### src/core/cmd_cke_pkg.sv
// Package for the command and clock-enable decoder.
// Assumes a single 25 MHz clock domain.
package cmd_cke_pkg;

  // Pin group of one command cycle
  typedef struct packed {
    logic       cs_n;
    logic       act_n;
    logic [2:0] mux;     // Row strobe, column strobe, write enable / A16..A14
    logic [1:0] bg;
    logic [1:0] ba;
    logic [13:0] addr;   // A13..A0
    logic       a17;
  } ca_bus_t;

  typedef enum logic [10:0] {
    CMD_NONE   = 11'h001,
    CMD_DES    = 11'h002,
    CMD_NOP    = 11'h004,
    CMD_READ   = 11'h008,
    CMD_WRITE  = 11'h010,
    CMD_MRS    = 11'h020,
    CMD_REF    = 11'h040,
    CMD_PRE    = 11'h080,
    CMD_ACT    = 11'h100,
    CMD_ZQ     = 11'h200,
    CMD_ILLEGAL = 11'h400
  } cmd_t;

  typedef enum logic [4:0] {
    ST_IDLE   = 5'h01,
    ST_ACTIVE = 5'h02,
    ST_BURST  = 5'h04,
    ST_PDOWN  = 5'h08,
    ST_SREF   = 5'h10
  } cke_state_t;

  // Decoded result of one edge
  typedef struct packed {
    logic       valid;
    logic       read;
    logic       write;
    logic       autoclose;
    logic       chop4;
    logic       mrs;
    logic [2:0] mr_sel;
    logic       cal_long;
    logic       cal_short;
    logic       pd_entry;
    logic       pd_exit;
    logic       sr_entry;
    logic       sr_exit;
    logic       nop;
    logic       deselect;
    logic       illegal;
    logic [1:0] bg;
    logic [1:0] ba;
  } dec_out_t;

  // Field positions
  localparam int A10_POS = 10;
  localparam int A12_POS = 12;
  localparam int MUX_RAS = 2;
  localparam int MUX_CAS = 1;
  localparam int MUX_WE  = 0;
  // Burst length in clocks (BL8 = 4 clocks)
  localparam logic [2:0] BURST8_CLKS = 3'h4;
  localparam logic [2:0] CHOP4_CLKS  = 3'h2;
  // Reset values
  localparam logic [3:0] BANKS_OPEN_RST = 4'h0;

endpackage

### src/core/sdram_command_cke_decoder.sv
// Functional notes
// - Command decoded from CS, ACT, mux pins and CKE at rising edge.
// - ACT high: mux pins are RAS/CAS/WE; ACT low: address A16..A14.
// - Reset is asynchronous active low; held high in normal use.
// - Bank group and bank select target bank, or mode register.
// - Bursts never cut short; fixed or per-command length per mode.
// - A17 ignored as reserved during mode register write.
// - Termination input never affects decode; disabled in self refresh.
// - Self refresh exit handled synchronously to the clock.
// - No refresh performed while in power-down.
// - Transitions use prior state, CKE now, CKE before, command now.
// - CKE falling during burst: precharge or active power-down by banks.
// - Idle needs banks closed, no burst, CKE high, timings met.
// - Unlisted state, CKE and command combinations flagged illegal, except CKE high before the edge in power-down or self refresh.
// - Pins ignored in self refresh and power-down until exit.
//
// Command and clock-enable decoder of a synchronous DRAM.
// Assumes command pins synchronous to clk_sys; controller obeys its timings.
`timescale 1ns/10ps

module sdram_command_cke_decoder
  import cmd_cke_pkg::*;
#(
  parameter int  BANKS      = 4,
  parameter bit  PER_CMD_BL = 1'b1   // Burst length chosen per command
) (
  input  wire logic       clk_sys,
  input  wire logic       nrst,
  input  wire logic       clk_en,
  input  wire ca_bus_t    ca,
  input  wire logic       cke,
  input  wire logic       odt,
  output dec_out_t        dec,
  output cke_state_t      state,
  output logic            refresh_active,
  output logic            odt_enabled,
  output logic            burst_busy
);

  // ----------------------------------------------------------------
  // Command decode
  // ----------------------------------------------------------------
  logic        cke_prev;
  logic [2:0]  burst_cnt;
  logic [BANKS-1:0] bank_open;
  logic        pd_closed;

  wire ras_n = ca.mux[MUX_RAS];
  wire cas_n = ca.mux[MUX_CAS];
  wire we_n  = ca.mux[MUX_WE];
  wire sel   = !ca.cs_n && ca.act_n;
  wire c_act  = !ca.cs_n && !ca.act_n;
  wire c_mrs  = sel && !ras_n && !cas_n && !we_n;
  wire c_ref  = sel && !ras_n && !cas_n &&  we_n;
  wire c_pre  = sel && !ras_n &&  cas_n && !we_n;
  wire c_rfu  = sel && !ras_n &&  cas_n &&  we_n;
  wire c_wr   = sel &&  ras_n && !cas_n && !we_n;
  wire c_rd   = sel &&  ras_n && !cas_n &&  we_n;
  wire c_zq   = sel &&  ras_n &&  cas_n && !we_n;
  wire c_nop  = sel &&  ras_n &&  cas_n &&  we_n;
  wire c_des  = ca.cs_n;
  wire a10    = ca.addr[A10_POS];
  wire a12    = ca.addr[A12_POS];
  wire chop   = PER_CMD_BL ? !a12 : 1'b0;

  wire in_low   = (state == ST_PDOWN) || (state == ST_SREF);
  wire hh       = cke_prev && cke;
  wire fall     = cke_prev && !cke;
  wire rise     = !cke_prev && cke;
  wire banks_idle = (bank_open == '0) && (burst_cnt == '0);
  // Idle is judged on the level before this edge; CKE is low on the entry edge
  wire is_idle    = banks_idle && cke_prev;

  wire do_pde   = !in_low && fall && c_des;
  wire do_sre   = !in_low && fall && c_ref && is_idle;
  wire do_pdx   = (state == ST_PDOWN) && rise && c_des;
  wire do_srx   = (state == ST_SREF) && rise && (c_des || c_nop);
  wire go       = !in_low && hh;
  wire do_rd    = go && c_rd && burst_cnt == '0;
  wire do_wr    = go && c_wr && burst_cnt == '0;

  // Anything not in the tables is never acted on; in power-down or self refresh only a refused CKE rise is reported
  wire bad_low  = in_low && rise && !(do_pdx || do_srx);
  wire bad_fall = !in_low && fall && !(do_pde || do_sre);
  wire bad_hh   = go && (c_rfu || ((c_rd || c_wr) && burst_cnt != '0));
  wire bad_rise = !in_low && rise;
  wire illegal  = bad_low || bad_fall || bad_hh || bad_rise;

  dec_out_t next_dec;
  always_comb begin
    next_dec           = '0;
    next_dec.valid     = go || do_pde || do_sre || do_pdx || do_srx;
    next_dec.read      = do_rd;
    next_dec.write     = do_wr;
    next_dec.autoclose = (do_rd || do_wr) && a10;
    next_dec.chop4     = (do_rd || do_wr) && chop;
    next_dec.mrs       = go && c_mrs;
    next_dec.mr_sel    = {ca.bg[0], ca.ba};
    next_dec.cal_long  = go && c_zq && a10;
    next_dec.cal_short = go && c_zq && !a10;
    next_dec.pd_entry  = do_pde;
    next_dec.pd_exit   = do_pdx;
    next_dec.sr_entry  = do_sre;
    next_dec.sr_exit   = do_srx;
    next_dec.nop       = go && c_nop;
    next_dec.deselect  = go && c_des;
    next_dec.illegal   = illegal;
    next_dec.bg        = ca.bg;
    next_dec.ba        = ca.ba;
  end

  // ----------------------------------------------------------------
  // Bank and burst tracking
  // ----------------------------------------------------------------
  wire [$clog2(BANKS)-1:0] bank_idx = ($clog2(BANKS))'(ca.ba);
  wire [2:0] next_len = chop ? CHOP4_CLKS : BURST8_CLKS;

  logic [BANKS-1:0] next_open;
  always_comb begin
    next_open = bank_open;
    if (go && c_act) next_open[bank_idx] = 1'b1;
    if (go && c_pre) begin
      if (a10) next_open = '0;
      else     next_open[bank_idx] = 1'b0;
    end
    if ((do_rd || do_wr) && a10) next_open[bank_idx] = 1'b0;
  end

  // Power-down flavour: all banks closed after the entry edge
  wire pd_kind = (next_open == '0);

  cke_state_t next_state;
  always_comb begin
    next_state = state;
    unique case (state)
      ST_IDLE, ST_ACTIVE, ST_BURST: begin
        if (do_sre)      next_state = ST_SREF;
        else if (do_pde) next_state = ST_PDOWN;
        else if (burst_cnt > 3'h1 || do_rd || do_wr) next_state = ST_BURST;
        else if (next_open != '0) next_state = ST_ACTIVE;
        else             next_state = ST_IDLE;
      end
      ST_PDOWN: if (do_pdx) next_state = pd_closed ? ST_IDLE : ST_ACTIVE;
      ST_SREF:  if (do_srx) next_state = ST_IDLE;
      default:  next_state = ST_IDLE;
    endcase
  end

  // ----------------------------------------------------------------
  // Registers
  // ----------------------------------------------------------------
  always_ff @(posedge clk_sys or negedge nrst) begin
    if (!nrst) begin
      cke_prev  <= 1'b0;
      state     <= ST_IDLE;
      bank_open <= '0;
      burst_cnt <= '0;
      pd_closed <= 1'b1;
      dec       <= '0;
    end else if (clk_en) begin
      cke_prev  <= cke;
      state     <= next_state;
      bank_open <= next_open;
      if (do_rd || do_wr)        burst_cnt <= next_len;
      else if (burst_cnt != '0)  burst_cnt <= burst_cnt - 3'h1;
      if (do_pde)                pd_closed <= pd_kind;
      dec       <= next_dec;
    end
  end

  // ----------------------------------------------------------------
  // Status outputs
  // ----------------------------------------------------------------
  always_ff @(posedge clk_sys or negedge nrst) begin
    if (!nrst) begin
      refresh_active <= 1'b0;
      odt_enabled    <= 1'b0;
      burst_busy     <= 1'b0;
    end else if (clk_en) begin
      refresh_active <= (next_state == ST_SREF);
      odt_enabled    <= odt && (next_state != ST_SREF);
      burst_busy     <= (next_state == ST_BURST);
    end
  end

endmodule

### config.mk
export PLATFORM = sky130hd
export DESIGN_NAME = sdram_command_cke_decoder
export DESIGN_NICKNAME = d
export VERILOG_FILES = /design/src/core/cmd_cke_pkg.sv /design/src/core/sdram_command_cke_decoder.sv
export SDC_FILE = /design/constraint.sdc
export NUM_CORES = 1
export LEC_CHECK = 0
export BUFFER_PORTS_ARGS = -buffer_cell sky130_fd_sc_hd__buf_2
export CORE_ASPECT_RATIO = 1.25
export CORE_MARGIN = 4
export CORE_UTILIZATION = 35
export CTS_BUF_LIST = sky130_fd_sc_hd__clkbuf_8
export CTS_CLUSTER_SIZE = 25
export DETAILED_ROUTE_END_ITERATION = 8
export PLACE_DENSITY = 0.56
export SLEW_MARGIN = 20
export SYNTH_ARGS = -nofsm -noshare
export SYNTH_HDL_FRONTEND = slang
export SYNTH_SLANG_ARGS = --single-unit
### constraint.sdc
create_clock -name clk_sys -period 2.2 [get_ports clk_sys]
set_clock_uncertainty 0.15 [all_clocks]
set_input_delay 0.22 -clock clk_sys [delete_from_list [all_inputs] [get_ports clk_sys]]
set_output_delay 0.22 -clock clk_sys [all_outputs]
set_load 0.03 [all_outputs]
==> reports/metrics.yaml <==
status: "finished, final reports clean"
hpwlAfterDp_um: 3850
syn-mean-instance-area_sq_um: 9.29
critPathKind: "flip-flop to flip-flop"
busiest_layer: "met2"
gp_congestion: 0.803
final_cells: 366
grt_pass1_wl_um: 8590
synthTopCellsByArea: "dfrtp_1, mux2_2, inv_1"
die_w_um: 77.9
power.density_mw_per_mm2: 838
cpPeakStageDelay_ns: 0.44
crit_buf_inv: 0
overflow: 0
period_needed_ns: 2.10
synthArstFlopShare: 1.00
finalSetupTns_ns: 0
layout_common_cells: "buf_2, dfrtp_1, inv_1"
antenna_found_initial: 0
path_clk_slew_ns: 0.07
numPortBuffers: 45
synth_edf_count: 0
syn_area_sq_mm: 0.00214
ys_seq_area_frac: 0.423
vdd_drop_max_v: 0.000373
seqCellArea_sq_um: 903
drtPass1Iterations: 4
slew_viol_final: 0
gr-usage-met1: 0.191
setup_viol: 0
slowest_stage: "a2111oi_4"
syn_inst: 230
numCtsBuffers: 5
cts.sinks: 36
cap_violations: 0
worstMarginPinSlew_ns: 0.791
fin_crit_sh: 0.955
syn2layout_area_growth_pct: 23.1
ys_seq_elements: 36
coreArea_sq_mm: 0.00586
cp_top_family: "compound AO/OA/AOI/OAI gates"
diodes: 0
critPathArrivalTime_ns: 2.16
clockBufferDepth: 2
htree_num_levels: 2
synth_top_cell_by_area: "dfrtp_1"
viasPerCell: 5.03
fin_nets: 315
grt_use_met3: 0.0340
cp_max_fo: 5
via_count: 1842
rsz0062_at_grt: "false"
drc: 0
gr-usage-met2: 0.236
wirelength_um: 5110
first_global_vias: 1811
finalHoldViolations: 0
drt_iter0_markers: 68
die_h_um: 95.3
worst_ep_required_time_ns: 2.26
cts_setup_buffers: 0
synth_top_area_share: 0.398
yosysWarnings: 0
max_slew_margin: 0.473
fillers: 592
antenna_left: 0
row_count: 31
final_common_cell: "buf_2"
dp.cells: 357
clock_latency_ns: 0.29
total_power_mw: 2.20
yosys.cell_types.count: 53
cts_tree: "yes"
dieArea_sq_mm: 0.00742
hp-class: "input pin to flip-flop"
layout-drive-gt1-share: 0.342
boundaryPins: 59
endpoint_kind: "flip-flop"
initial_core_util: 0.365
multiInputGateArea_sq_mm: 0.00108
grt_max_degree: 37
clock.fmax_mhz: 476
gr-usage-all-layers: 0.146
start_kind: "flip-flop"
final_util: 0.449
avgRoutedWirePerCell_um: 14.0
crit_chain: "xor2_2 -> a2111oi_4 -> a21oi_1 -> o22ai_2 -> a22oi_2 -> mux2_2"
synth_nets: 262
synth_ff_type: "dfrtp_1"
p_leak_nw: 1.19
cts_root_buf: "clkbuf_8"
==> per-stage QoR <==
step,hold WS [ns],area [sq um],setup WS [ns]
2_1_floorplan,-0.226,2140,0.0276
3_3_place_gp,0.217,2500,0.000195
3_5_place_dp,0.215,2500,0.0236
4_1_cts,0.00808,2600,0.000744
5_1_grt,0.00704,2630,0.0102
6_report,0.0132,2630,0.0996
==> Yosys cell counts, drive strengths merged (2+ instances only) <==
| cell | instances |
|---|---|
| nor2b | 3 |
| nor4 | 4 |
| o211ai | 2 |
| inv | 23 |
| o22ai | 6 |
| o21ai | 19 |
| o21a | 3 |
| nand4 | 2 |
| nand3 | 10 |
| nand2 | 16 |
| o31ai | 3 |
| dfstp | 2 |
| nor2 | 13 |
| o32ai | 5 |
| a22o | 3 |
| buf | 8 |
| and3b | 2 |
| mux2 | 11 |
| clkbuf | 10 |
| xor2 | 2 |
| nand3b | 2 |
| nand2b | 2 |
| nor3 | 7 |
| a21oi | 9 |
| dfrtp | 34 |
| ha | 3 |
| and3 | 2 |
| nor3b | 3 |
| a31oi | 5 |
==> final timing paths <==
kind	start	end	slack, ns	depth (start not counted)
hold / removal	ca[18]	dec[3]$_DFFE_PN0P_	0.01	2
setup reg to reg	state[3]$_DFFE_PN0P_	pd_closed$_DFFE_PN1P_	0.1	6
setup / recovery	state[3]$_DFFE_PN0P_	pd_closed$_DFFE_PN1P_	0.1	6
hold reg to reg	refresh_active$_DFFE_PN0P_	refresh_active$_DFFE_PN0P_	0.32	1
max in group asynchronous	nrst	dec[9]$_DFFE_PN0P_	0.99	2
min in group asynchronous	nrst	burst_cnt[1]$_DFFE_PN0P_	0.40	2
==> area by class of cell <==
class                           instances  area share
Tap cell                               82      0.0390
Timing Repair Buffer                   64       0.141
Clock inverter                          2     0.00286
Sequential cell                        36       0.344
Inverter                               23      0.0328
Multi-Input combinational cell        153       0.409
Clock buffer                            6      0.0314
==> power by group <==
| part | switching [mW] | internal (mW) | leakage (nW) | total [mW] |
|---|---|---|---|---|
| clock network | 0.233 | 0.246 | 0.0538 | 0.479 |
| logic | 0.506 | 0.355 | 0.673 | 0.861 |
| registers | 0.0847 | 0.778 | 0.462 | 0.863 |
==> worst reg2reg max path, stage by stage, from the launching register on <==
cell and delay, ns:
dfrtp_1 0.41, xor2_2 0.23, a2111oi_4 0.44, a21oi_1 0.17, o22ai_2 0.23, a22oi_2 0.13, mux2_2 0.27
==> routing by layer <==
metal  part of all wire  wire length, um
met1               0.48             2450
met2               0.46             2370
met3              0.043              221
met4              0.012               62
met5                  0                0
==> timing repair <==
action	CTS	global route
setup endpoints to repair	0	11
endpoints found under the hold margin	34	0
resized for setup	0	6
hold buffers	1	0
==> flip-flops by register name, indices dropped and copies added, names as in the netlist <==
signal,cells
bank_open,4
burst_busy,1
burst_cnt,3
cke_prev,1
dec,19
odt_enabled,1
pd_closed,1
refresh_active,1
state,5
==> logic make-up after synthesis <==
kind of cell	Yosys count	synth area share
DFF	36	0.423
xor gates and xnor gates	3	0.0158
adders and majority gates	3	0.0176
buffers and inverters	41	0.0861
AOI/OAI and AO/OA	65	0.214
and+or+nand+nor	71	0.185
muxes	11	0.0580
No activity file was read; power rests on OpenSTA's default activity.
